===== config.mk =====
export PLATFORM = sky130hd
export DESIGN_NAME = iqf_formatter
export DESIGN_NICKNAME = d
export VERILOG_FILES = /design/src/iqf_pkg.sv /design/src/iqf_formatter.sv
export VERILOG_INCLUDE_DIRS = /design/src
export SDC_FILE = /design/constraint.sdc
export NUM_CORES = 1
export LEC_CHECK = 0
export BUFFER_PORTS_ARGS = -buffer_cell sky130_fd_sc_hd__buf_2
export CAP_MARGIN = 0
export CELL_PAD_IN_SITES_DETAIL_PLACEMENT = 0
export CELL_PAD_IN_SITES_GLOBAL_PLACEMENT = 2
export CORE_MARGIN = 2
export CORE_UTILIZATION = 38
export DETAILED_ROUTE_END_ITERATION = 8
export GPL_TIMING_DRIVEN = 0
export PLACE_DENSITY_LB_ADDON = 0.2
export SLEW_MARGIN = 10
export SYNTH_ARGS = -nofsm -noshare
export SYNTH_HDL_FRONTEND = slang
export SYNTH_SLANG_ARGS = --single-unit
export TNS_END_PERCENT = 5

===== constraint.sdc =====
create_clock -name i_clock -period 11.3 [get_ports i_clock]
set_clock_uncertainty 0.2 [all_clocks]
set_input_delay 1.13 -clock i_clock [delete_from_list [all_inputs] [get_ports i_clock]]
set_output_delay 1.13 -clock i_clock [all_outputs]
set_load 0.01 [all_outputs]

===== src/iqf_regs.svh =====
// Purpose: register offsets, control word fields, reset values and counts for iqf_formatter
// Assumes: 32-bit AXI4-Lite register port, 40-bit control words built from two bus writes
// Notes: definitions only
`ifndef IQF_REGS_SVH
`define IQF_REGS_SVH
`define IQF_OFS_CW_LOW 8'h00
`define IQF_OFS_CW_HIGH 8'h04
`define IQF_OFS_STATUS 8'h08
`define IQF_OFS_SHAPE 8'h14
`define IQF_OFS_FORMAT 8'h18
`define IQF_IDX_SHAPE 3'h5
`define IQF_IDX_FORMAT 3'h6
`define IQF_F_ADDR_HI 39
`define IQF_F_ADDR_LO 37
`define IQF_F_UPDATE 36
`define IQF_F_FMT_HI 35
`define IQF_F_FMT_LO 14
`define IQF_F_PRE_HI 12
`define IQF_F_SHAPE_HI 2
`define IQF_BITS_16 6'h10
`define IQF_BITS_24 6'h18
`define IQF_BITS_32 6'h20
`define IQF_BITS_38 6'h26
`define IQF_RST_SHAPE 3'h0
`define IQF_RST_FORMAT 35'h0
`define IQF_PRELOAD_MIN 13'h0002
`define IQF_PRELOAD_MAX 13'h06A5
`define IQF_RESP_OKAY 2'h0
`define IQF_RESP_SLVERR 2'h2
`endif


===== src/iqf_pkg.sv =====
// Purpose: types shared by the serial output formatter
// Assumes: field order of iqf_format_t follows control word bits 35-14 then 12-0
// Notes: no constants here, see iqf_regs.svh
`default_nettype none
package iqf_pkg;
	typedef struct packed {
		logic [1:0] width_code;
		logic msb_first;
	} iqf_shape_t;
	typedef struct packed {
		logic iq_merge;
		logic [5:0] slot;
		logic clk_pol;
		logic clk_duty;
		logic clk_cont;
		logic [1:0] clk_tri;
		logic stb_pol;
		logic stb_during;
		logic [1:0] stb_tri;
		logic i_inv;
		logic [1:0] i_tri;
		logic q_inv;
		logic [1:0] q_tri;
		logic [12:0] preload;
	} iqf_format_t;
	typedef struct packed {
		logic [37:0] i;
		logic [37:0] q;
	} iqf_sample_t;
	typedef struct packed {
		logic clk;
		logic clk_oe;
		logic stb;
		logic stb_oe;
		logic i_data;
		logic i_oe;
		logic q_data;
		logic q_oe;
	} iqf_pins_t;
	typedef enum logic [1:0] {
		IQF_TX_WAIT = 2'b01,
		IQF_TX_SEND = 2'b10
	} iqf_tx_t;
endpackage : iqf_pkg
`default_nettype wire


===== src/iqf_formatter.sv =====
// Purpose: serial I/Q output formatter with bit clock, word strobe and time slots
// Assumes: samples arrive on i_clock with a one-cycle valid; pins are resolved outside
// Notes: a control word is latched in two writes; the high write issues it
//
// Local design decision: the AXI4-Lite interface to the registers.
`timescale 1ns/100ps
`default_nettype none
`include "iqf_regs.svh"
module iqf_formatter (
	input wire logic i_clock,
	input wire logic i_resetn,
	input wire logic [7:0] i_awaddr,
	input wire logic i_awvalid,
	output logic o_awready,
	input wire logic [31:0] i_wdata,
	input wire logic [3:0] i_wstrb,
	input wire logic i_wvalid,
	output logic o_wready,
	output logic [1:0] o_bresp,
	output logic o_bvalid,
	input wire logic i_bready,
	input wire logic [7:0] i_araddr,
	input wire logic i_arvalid,
	output logic o_arready,
	output logic [31:0] o_rdata,
	output logic [1:0] o_rresp,
	output logic o_rvalid,
	input wire logic i_rready,
	input wire iqf_pkg::iqf_sample_t i_sample,
	input wire logic i_sample_valid,
	output iqf_pkg::iqf_pins_t o_pins
);
	logic [7:0] aw_addr;
	logic [31:0] w_data;
	logic [3:0] w_strb;
	logic [31:0] cw_low;
	logic do_write;
	logic cmd_valid;
	logic [39:0] cmd_word;
	iqf_pkg::iqf_shape_t shape;
	iqf_pkg::iqf_format_t fmt;
	iqf_pkg::iqf_tx_t state;
	logic [12:0] rate_cnt;
	logic [12:0] eff_preload;
	logic tick;
	logic [5:0] bit_idx;
	logic [5:0] slot_cnt;
	logic [5:0] nbits;
	logic word_idx;
	logic last_bit;
	logic last_word;
	logic slot_end;
	logic own_slot;
	logic next_own;
	logic start_next;
	logic sending;
	iqf_pkg::iqf_sample_t hold;
	iqf_pkg::iqf_sample_t shift;
	logic pending;
	logic i_bit;
	logic q_bit;
	logic clk_act;
	logic stb_act;
	iqf_pkg::iqf_pins_t next_pins;

	function automatic logic [5:0] word_bits(input logic [1:0] code);
		case (code)
			2'h0: word_bits = `IQF_BITS_16;
			2'h1: word_bits = `IQF_BITS_24;
			2'h2: word_bits = `IQF_BITS_32;
			default: word_bits = `IQF_BITS_38;
		endcase
	endfunction : word_bits

	function automatic logic pick(input logic [37:0] w, input logic [5:0] n,
		input logic [5:0] idx, input logic msb);
		logic [5:0] pos;
		pos = msb ? 6'(n - idx - 6'h01) : idx;
		pick = w[pos];
	endfunction : pick

	function automatic logic drive(input logic [1:0] mode, input logic own);
		drive = mode[1] ? own : mode[0];
	endfunction : drive

	// write channel: address and data taken in either order, answered once both held
	assign do_write = !o_awready && !o_wready && !o_bvalid;

	always_ff @(posedge i_clock)
	begin
		if (!i_resetn)
		begin
			o_awready <= 1'b1;
			aw_addr <= 8'h00;
		end
		else if (i_awvalid && o_awready)
		begin
			o_awready <= 1'b0;
			aw_addr <= i_awaddr;
		end
		else if (o_bvalid && i_bready)
			o_awready <= 1'b1;
	end

	always_ff @(posedge i_clock)
	begin
		if (!i_resetn)
		begin
			o_wready <= 1'b1;
			w_data <= 32'h00000000;
			w_strb <= 4'h0;
		end
		else if (i_wvalid && o_wready)
		begin
			o_wready <= 1'b0;
			w_data <= i_wdata;
			w_strb <= i_wstrb;
		end
		else if (o_bvalid && i_bready)
			o_wready <= 1'b1;
	end

	always_ff @(posedge i_clock)
	begin
		if (!i_resetn)
		begin
			o_bvalid <= 1'b0;
			o_bresp <= `IQF_RESP_OKAY;
		end
		else if (do_write)
		begin
			o_bvalid <= 1'b1;
			o_bresp <= (aw_addr == `IQF_OFS_CW_LOW || aw_addr == `IQF_OFS_CW_HIGH) ?
				`IQF_RESP_OKAY : `IQF_RESP_SLVERR;
		end
		else if (i_bready)
			o_bvalid <= 1'b0;
	end

	always_ff @(posedge i_clock)
	begin
		if (!i_resetn)
			cw_low <= 32'h00000000;
		else if (do_write && aw_addr == `IQF_OFS_CW_LOW)
		begin
			for (int b = 0; b < 4; b++)
				if (w_strb[b])
					cw_low[b*8 +: 8] <= w_data[b*8 +: 8];
		end
	end

	// the high byte write issues the whole 40-bit word as a one-cycle command
	always_ff @(posedge i_clock)
	begin
		if (!i_resetn)
		begin
			cmd_valid <= 1'b0;
			cmd_word <= 40'h0000000000;
		end
		else
		begin
			cmd_valid <= do_write && aw_addr == `IQF_OFS_CW_HIGH && w_strb[0];
			cmd_word <= {w_data[7:0], cw_low};
		end
	end

	// word decode and update
	// with only two words held here, update-all re-applies the other word unchanged
	always_ff @(posedge i_clock)
	begin
		if (!i_resetn)
		begin
			shape <= `IQF_RST_SHAPE;
			fmt <= `IQF_RST_FORMAT;
		end
		else if (cmd_valid)
		begin
			if (cmd_word[`IQF_F_ADDR_HI:`IQF_F_ADDR_LO] == `IQF_IDX_SHAPE)
				shape <= cmd_word[`IQF_F_SHAPE_HI:0];
			if (cmd_word[`IQF_F_ADDR_HI:`IQF_F_ADDR_LO] == `IQF_IDX_FORMAT)
				fmt <= {cmd_word[`IQF_F_FMT_HI:`IQF_F_FMT_LO], cmd_word[`IQF_F_PRE_HI:0]};
		end
	end

	always_ff @(posedge i_clock)
	begin
		if (!i_resetn)
		begin
			o_arready <= 1'b1;
			o_rvalid <= 1'b0;
			o_rdata <= 32'h00000000;
			o_rresp <= `IQF_RESP_OKAY;
		end
		else if (i_arvalid && o_arready)
		begin
			o_arready <= 1'b0;
			o_rvalid <= 1'b1;
			o_rresp <= `IQF_RESP_OKAY;
			case (i_araddr)
				`IQF_OFS_CW_LOW: o_rdata <= cw_low;
				`IQF_OFS_CW_HIGH: o_rdata <= 32'h00000000;
				`IQF_OFS_STATUS: o_rdata <= {18'h00000, sending, pending, slot_cnt, bit_idx};
				`IQF_OFS_SHAPE: o_rdata <= {29'h00000000, shape};
				`IQF_OFS_FORMAT: o_rdata <= fmt[31:0];
				default:
				begin
					o_rdata <= 32'h00000000;
					o_rresp <= `IQF_RESP_SLVERR;
				end
			endcase
		end
		else if (o_rvalid && i_rready)
		begin
			o_rvalid <= 1'b0;
			o_arready <= 1'b1;
		end
	end

	// preload clamp
	// out-of-range preloads are clamped so the bit period never drops below three clocks
	assign eff_preload = (fmt.preload < `IQF_PRELOAD_MIN) ? `IQF_PRELOAD_MIN :
		(fmt.preload > `IQF_PRELOAD_MAX) ? `IQF_PRELOAD_MAX : fmt.preload;
	assign tick = rate_cnt == 13'h0000;

	always_ff @(posedge i_clock)
	begin
		if (!i_resetn)
			rate_cnt <= 13'h0000;
		else if (tick)
			rate_cnt <= eff_preload;
		else
			rate_cnt <= rate_cnt - 13'h0001;
	end

	assign nbits = word_bits(shape.width_code);
	assign last_bit = bit_idx >= 6'(nbits - 6'h01);
	assign last_word = !fmt.iq_merge || word_idx;
	assign slot_end = tick && last_bit && last_word;
	assign own_slot = slot_cnt == fmt.slot;
	assign next_own = 6'(slot_cnt + 6'h01) == fmt.slot;
	assign start_next = slot_end && next_own && pending;
	assign sending = state == iqf_pkg::IQF_TX_SEND;

	always_ff @(posedge i_clock)
	begin
		if (!i_resetn)
		begin
			bit_idx <= 6'h00;
			word_idx <= 1'b0;
			slot_cnt <= 6'h00;
		end
		else if (tick)
		begin
			if (last_bit)
			begin
				bit_idx <= 6'h00;
				word_idx <= !last_word;
				if (last_word)
					slot_cnt <= 6'(slot_cnt + 6'h01);
			end
			else
				bit_idx <= 6'(bit_idx + 6'h01);
		end
	end

	// a new sample wins over the clear from a slot start in the same cycle
	always_ff @(posedge i_clock)
	begin
		if (!i_resetn)
			pending <= 1'b0;
		else if (i_sample_valid)
			pending <= 1'b1;
		else if (start_next)
			pending <= 1'b0;
	end

	// an unsent sample is overwritten: only the newest result goes out
	always_ff @(posedge i_clock)
	begin
		if (!i_resetn)
			hold <= '0;
		else if (i_sample_valid)
			hold <= i_sample;
	end

	always_ff @(posedge i_clock)
	begin
		if (!i_resetn)
		begin
			state <= iqf_pkg::IQF_TX_WAIT;
			shift <= '0;
		end
		else if (slot_end)
		begin
			case (state)
				iqf_pkg::IQF_TX_WAIT,
				iqf_pkg::IQF_TX_SEND:
					state <= start_next ? iqf_pkg::IQF_TX_SEND : iqf_pkg::IQF_TX_WAIT;
				default: state <= iqf_pkg::IQF_TX_WAIT;
			endcase
			if (start_next)
				shift <= hold;
		end
	end

	assign i_bit = word_idx ? (pick(shift.q, nbits, bit_idx, shape.msb_first) ^ fmt.q_inv) :
		(pick(shift.i, nbits, bit_idx, shape.msb_first) ^ fmt.i_inv);
	assign q_bit = pick(shift.q, nbits, bit_idx, shape.msb_first) ^ fmt.q_inv;

	assign clk_act = fmt.clk_duty ? (rate_cnt > (eff_preload >> 1)) : (rate_cnt == eff_preload);

	assign stb_act = fmt.stb_during ? (sending && bit_idx == 6'h00) :
		((sending && fmt.iq_merge && !word_idx && last_bit) ||
		(last_bit && last_word && next_own && pending));

	always_comb
	begin
		next_pins = '0;
		next_pins.clk = ((fmt.clk_cont || sending) && clk_act) ^ !fmt.clk_pol;
		next_pins.clk_oe = drive(fmt.clk_tri, own_slot);
		next_pins.stb = stb_act ^ fmt.stb_pol;
		next_pins.stb_oe = drive(fmt.stb_tri, own_slot);
		next_pins.i_data = sending && i_bit;
		next_pins.i_oe = drive(fmt.i_tri, own_slot);
		next_pins.q_data = sending && !fmt.iq_merge && q_bit;
		next_pins.q_oe = drive(fmt.q_tri, own_slot);
	end

	always_ff @(posedge i_clock)
	begin
		if (!i_resetn)
			o_pins <= '0;
		else
			o_pins <= next_pins;
	end
endmodule : iqf_formatter
`default_nettype wire


==> results of run 1 <==
==> cells in the mapped netlist, types with 13 or more instances <==
| cell type | number | area [µm²] |
|---|---|---|
| and2_1 | 35 | 219 |
| nand2_2 | 40 | 250 |
| a221oi_1 | 19 | 166 |
| inv_1 | 29 | 109 |
| o21ai_0 | 13 | 65.1 |
| clkbuf_1 | 94 | 353 |
| dfxtp_1 | 381 | 7630 |
| a21oi_1 | 191 | 956 |
| nor3_1 | 37 | 185 |
| mux2i_1 | 95 | 951 |
| ha_1 | 31 | 388 |
| nand3_1 | 41 | 205 |
| xnor2_1 | 22 | 193 |
| xor2_1 | 15 | 131 |
| nand2_1 | 364 | 1370 |
| nand4_1 | 18 | 113 |
| nor2_1 | 176 | 661 |
| a21oi_2 | 40 | 350 |
==> kinds of logic after synthesis <==
| logic type | Yosys count | share of synthesized area [%] |
|---|---|---|
| AO/OA/AOI/OAI | 336 | 13.5 |
| other | 2 | 0.0474 |
| multiplexers | 109 | 7.70 |
| flip-flops | 381 | 48.1 |
| adder cells (fa/ha/maj) | 32 | 2.57 |
| buffers and inverters | 157 | 4.36 |
| XOR/XNOR | 37 | 2.04 |
| AND/OR/NAND/NOR | 770 | 21.6 |
==> area by class of cell <==
| cell class | instances | area [µm²] |
|---|---|---|
| clock buffers | 61 | 1190 |
| plain buffers | 126 | 576 |
| well taps | 532 | 666 |
| multi-input cells | 1288 | 7550 |
| inverters | 31 | 116 |
| fillers | 4138 | 22200 |
| repair buffers | 180 | 901 |
| flip-flops and latches | 381 | 7630 |
| clock inverters | 12 | 139 |
==> how the worst max path moves through the flow <==
stage               slack (ns)                    to
floorplan                 7.51  o_pins[3]$_SDFF_PN0_
global placement          6.79  o_pins[3]$_SDFF_PN0_
detailed placement        6.78  o_pins[3]$_SDFF_PN0_
CTS                       6.76  o_pins[3]$_SDFF_PN0_
global route              6.45  o_pins[3]$_SDFF_PN0_
finish                    6.77  o_pins[3]$_SDFF_PN0_
==> critical path, stage by stage (launching register included) <==
cell and delay (ns):
dfxtp_1 0.51, ha_1 0.37, ha_1 0.22, inv_1 0.05
fa_1 0.58, a21o_1 0.14, clkbuf_1 0.55, mux4_2 0.62
a22oi_1 0.20, nor2_1 0.07, a211oi_1 0.54, nor4_1 0.12
a211o_1 0.24
==> state kept, by name (all words and copies together), names as in the netlist, 2 cells and up <==
name      cells
cw_low       32
rate_cnt     13
o_pins        8
bit_idx       6
shape         3
o_rdata      32
w_data       32
w_strb        4
hold         76
cmd_word     38
shift        76
aw_addr       8
fmt          35
slot_cnt      6
state         2
==> per-stage QoR <==
step / hold WS (ns) / utilization (%)
6_report: 0.232 / 45.8
5_1_grt: 0.243 / 45.8
4_1_cts: 0.232 / 45.8
3_5_place_dp: 0.225 / 42.5
3_3_place_gp: 0.220 / 42.5
2_1_floorplan: 0.216 / -
==> routing by layer <==
| metal | routed length (µm) | vias to the layer above | track usage, % |
|---|---|---|---|
| met5 | 11 | - | 0 |
| met4 | 1160 | 2 | 6.03 |
| met3 | 2500 | 70 | 4.41 |
| met2 | 20600 | 304 | 33.9 |
| met1 | 23100 | 6270 | 30.5 |
| li1 | - | 6688 | - |
==> power groups by stage <==
stage          Sequential [µW]  Combinational (µW)  Clock [µW]
5_1_grt                   1450                 473        1440
3_3_place_gp              1480                 416           0
2_1_floorplan             1460                 286           0
6_report                  1450                 419        1350
4_1_cts                   1450                 422        1380
3_5_place_dp              1480                 420           0
==> run metrics, run 1 <==
status=finished clean; PnR worst setup slack=6.77 ns; drt pass-1 iters=9; Hold Path End=fmt[17]$_SDFFE_PN0P_; die height=208 µm; # DRC=0; placed cells=2538; EDFF count, synth=0; Worst setup SP type=flip-flop; sequential element share of the synthesized area=48.1%; vias=13300; Worst setup EP type=flip-flop; layout cells sized above 1=17.3%; clock share of power=42.0%; reg2reg path depth=12; vias in the first global route=13000; peak supply drop=0.0914 mV; DP HPWL=35.6 mm; Area Overhead vs Synth=18.4%; Switching Fraction=26.6%; Post-Layout Cell Count=2611; crit path DAT=4.78 ns; fin. max-slew vios=0; Final Power=3220 µW; initial core utilization=38.7%; Avg Inst Size Synth=8.69 µm²; Hold Startpoint=cmd_word[18]$_SDFF_PN0_; CTS resizes=0; Placement Setup Slack=6.78 ns; grt ovf=0; post-route ant nets=0; Max-Cap Viols=0; final setup TNS=0 ns; die width=208 µm; Worst R2R Setup Slack=6.77 ns; P_leak=0.00735 µW; fin area=18800 µm²; Die ar.=43400 µm²; mapped cell area=15900 µm²; final setup vio count=0; GP Congestion=0.907; TritonCTS Buffers=43; worst-margin pin slew=1.30 ns; DP Area=17400 µm²; Max Buffers Root-to-Sink=3; Worst slew margin=12.5%; RSZ-0062 raised after global routing=false; post-CTS setup buffer count=0; CTS Sinks=381; ANT cells=0; Clock transition at path regs=0.06 ns; Pint=2360 µW; nets=2219; H-tree depth=2; largest fanout on the critical path=10; final critical-path required period=4.53 ns; reg-to-reg startpoint=shape[1]$_SDFFE_PN0P_; Crit. Startpoint=shape[1]$_SDFFE_PN0P_; Setup CP Type=reg2reg; Logic pwr share=13.0%; commonest non-fill, non-tap cells in the layout=dfxtp_1 (381), nand2_1 (364), buf_2 (192); DRT iter0 DRCs=891; min-delay worst type=reg2reg; #FFs+latches synth=381; global-route wire length before repair=73.8 mm; core area=41000 µm²; sequential share of power=45.0%; final WL=47.4 mm; Net Switching=855 µW; Site Rows=74; Async SR Flop Fraction=0%; Max Fclk=221 MHz; CTS tree=yes; Required @ worst endpoint=11.55 ns; Yosys warnings=0; Avg WL per Cell=18.2 µm; Fin. Hold Viols=0; WHS Path Cells=2; hold buffer count at cts=0; Power Density=171 nW/µm²; FF-to-FF End=o_pins[3]$_SDFF_PN0_; Top Ports=185; Cells after Synth=1824; port buffer count=180; Clk Latency, worst-skew pair=0.56 ns; clk root buf=clkbuf_16; commonest non-fill, non-tap cell in the layout=dfxtp_1; crit share post-route=40.1%; post-synth cell types=70; initial antenna violation count=2; ys flop type=dfxtp_1; Global Route Usage Sum=21.7%; DR vias/cell=5.11; pin count of the biggest net entering global routing=14
(Power assumes the default switching activity.)
==> run 2, diff against run 1 <==
--- a/config.mk
+++ b/config.mk
@@ -11,7 +11,7 @@
 export CELL_PAD_IN_SITES_DETAIL_PLACEMENT = 0
 export CELL_PAD_IN_SITES_GLOBAL_PLACEMENT = 2
 export CORE_MARGIN = 2
-export CORE_UTILIZATION = 38
+export CORE_UTILIZATION = 35
 export DETAILED_ROUTE_END_ITERATION = 8
 export GPL_TIMING_DRIVEN = 0
 export PLACE_DENSITY_LB_ADDON = 0.2
==> constraint.sdc (replaced) <==
create_clock -name i_clock -period 4.42 [get_ports i_clock]
set_clock_uncertainty 0.2 [all_clocks]
set_input_delay 0.442 -clock i_clock [delete_from_list [all_inputs] [get_ports i_clock]]
set_output_delay 0.442 -clock i_clock [all_outputs]
set_load 0.01 [all_outputs]
==> run metrics, run 2 (synthesis gave the netlist of run 1 again) <==
Pint=6170 µW; worst path cell trace=ha_1 > ha_1 > inv_1 > fa_1 > a21o_2 > mux4_2 > a22oi_1 > nor2_1 > a211oi_1 > nor4_1 > a211o_1; status=finished clean; drt pass-1 iters=7; Clk Latency, worst-skew pair=0.57 ns; Required @ worst endpoint=4.66 ns; cell family with most CP delay=compound AO/OA/AOI/OAI gates; Max Fclk=239 MHz; Area Overhead vs Synth=27.1%; Buf+Inv Stages, Crit Path=1; reg2reg path depth=11; P_leak=0.00789 µW; vias=13800; Die ar.=47000 µm²; reg-to-reg startpoint=shape[1]$_SDFFE_PN0P_; fin. max-slew vios=0; Max-Cap Viols=0; CP max stage cell=mux4_2; port buffer count=180; CTS Sinks=381; H-tree depth=2; commonest non-fill, non-tap cells in the layout=dfxtp_1 (381), nand2_1 (364), buf_2 (192); Avg WL per Cell=17.9 µm; post-CTS setup buffer count=0; die width=217 µm; global-route wire length before repair=77.2 mm; Hold Path End=o_rresp[1]$_SDFFE_PN0P_; min-delay worst type=in2reg; Clock transition at path regs=0.06 ns; initial core utilization=35.6%; Fin. Hold Viols=0; final setup vio count=0; final critical-path required period=4.18 ns; initial antenna violation count=2; Switching Fraction=26.8%; Hold Startpoint=i_araddr[2]; pin count of the biggest net entering global routing=13; Worst setup EP type=flip-flop; # DRC=0; nets=2341; vias in the first global route=13500; core area=44500 µm²; Setup CP Type=reg2reg; WHS Path Cells=3; peak supply drop=0.246 mV; Largest regs=hold (76), shift (76), cmd_word (38); DRT iter0 DRCs=1044; clock share of power=42.3%; worst-margin pin slew=1.31 ns; sequential share of power=43.8%; crit path DAT=4.42 ns; Worst R2R Setup Slack=0.24 ns; GP Congestion=0.855; commonest non-fill, non-tap cell in the layout=dfxtp_1; Power Density=419 nW/µm²; largest fanout on the critical path=10; CTS tree=yes; layout cells sized above 1=16.6%; DP HPWL=36.6 mm; FF-to-FF End=o_pins[3]$_SDFF_PN0_; cell mode on critical path=ha_1; die height=217 µm; Site Rows=77; post-route ant nets=0; Top Ports=185; Worst slew margin=12.7%; DP Area=17500 µm²; PnR worst setup slack=0.242 ns; Max Buffers Root-to-Sink=3; fin area=20100 µm²; Global Route Usage Sum=21.2%; RSZ-0062 raised after global routing=false; DR vias/cell=4.94; Net Switching=2260 µW; clk root buf=clkbuf_16; Logic pwr share=13.9%; TritonCTS Buffers=44; grt ovf=0; final WL=50.2 mm; Crit path largest cell delay=0.61 ns; Worst setup SP type=flip-flop; Placement Setup Slack=-0.194 ns; crit share post-route=94.5%
## run 2: cell types whose count changed in the layout (fill, tap and decap cells not counted)
cell | previous run | this run
a21o_1 | 3 | 2
a21o_2 | 0 | 1
bufinv_16 | 3 | 1
clkbuf_16 | 43 | 45
clkbuf_8 | 5 | 10
clkinv_2 | 8 | 5
clkinvlp_4 | 0 | 3
diode_2 | 0 | 1
dlygate4sd3_1 | 0 | 122
inv_6 | 1 | 2
## run 2: power by group through the flow
stage | registers (µW) | logic [µW] | clock network, µW
floorplan | 3740 | 732 | 0
global placement | 3770 | 1080 | 0
detailed placement | 3770 | 1090 | 0
CTS | 3700 | 1180 | 3650
global route | 3720 | 1300 | 3810
finish | 3700 | 1170 | 3560
## run 2: what timing repair did
item / in CTS / in global routing
hold endpoints to repair: 125 / 0
pin swaps: 0 / 0
gates resized for setup: 0 / 1
setup endpoints to repair: 2 / 2
hold buffers: 122 / 0
## run 2: how the worst max path moves through the flow
stage	startpoint	to	slack (ns)	cells after the start
floorplan	shape[1]$_SDFFE_PN0P_	o_pins[3]$_SDFF_PN0_	0.63	12
global placement	shape[1]$_SDFFE_PN0P_	o_pins[3]$_SDFF_PN0_	-0.16	12
detailed placement	shape[1]$_SDFFE_PN0P_	o_pins[3]$_SDFF_PN0_	-0.19	12
CTS	shape[1]$_SDFFE_PN0P_	o_pins[3]$_SDFF_PN0_	0.02	11
global route	shape[1]$_SDFFE_PN0P_	o_pins[3]$_SDFF_PN0_	0.02	11
finish	shape[1]$_SDFFE_PN0P_	o_pins[3]$_SDFF_PN0_	0.24	11
## run 2: per-stage QoR
stage                     instances  setup TNS (ns)  utilization, %  hold slack [ns]  power, µW
final                          2800               0            45.3           0.0355       8430
after detailed placement       2598          -0.236            39.3            0.228       4860
after global placement         2598          -0.164            39.3            0.219       4850
after floorplan                1826               0               -            0.216       4470
after global routing           2800               0            45.3           0.0308       8820
after CTS                      2799               0            45.2          0.00644       8530
## run 2: cell type report
cell class	instances	area, µm²
antenna	1	2.50
buffer	125	572
clock buffer	69	1320
clock inverter	11	95.1
fill	4519	24400
inverter	31	116
multi-input combinational	1288	7550
sequential	381	7630
tap	592	741
timing repair buffer	302	2120
## run 2: per-layer routing
layer	up-vias	share of wire, %	routed length, µm	track usage (%)
li1	6928	-	-	-
met2	333	45	22600	34.1
met1	6520	48	24200	29.4
met4	0	1.7	842	4.82
met5	-	0	0	0
met3	61	5.0	2520	3.90
## run 2: worst register-to-register path: stages, from the launching register on
cell      delay, ns
dfxtp_1        0.49
ha_1           0.38
ha_1           0.23
inv_1          0.05
fa_1           0.57
a21o_2         0.38
mux4_2         0.61
a22oi_1        0.20
nor2_1         0.06
a211oi_1       0.53
nor4_1         0.11
a211o_1        0.24
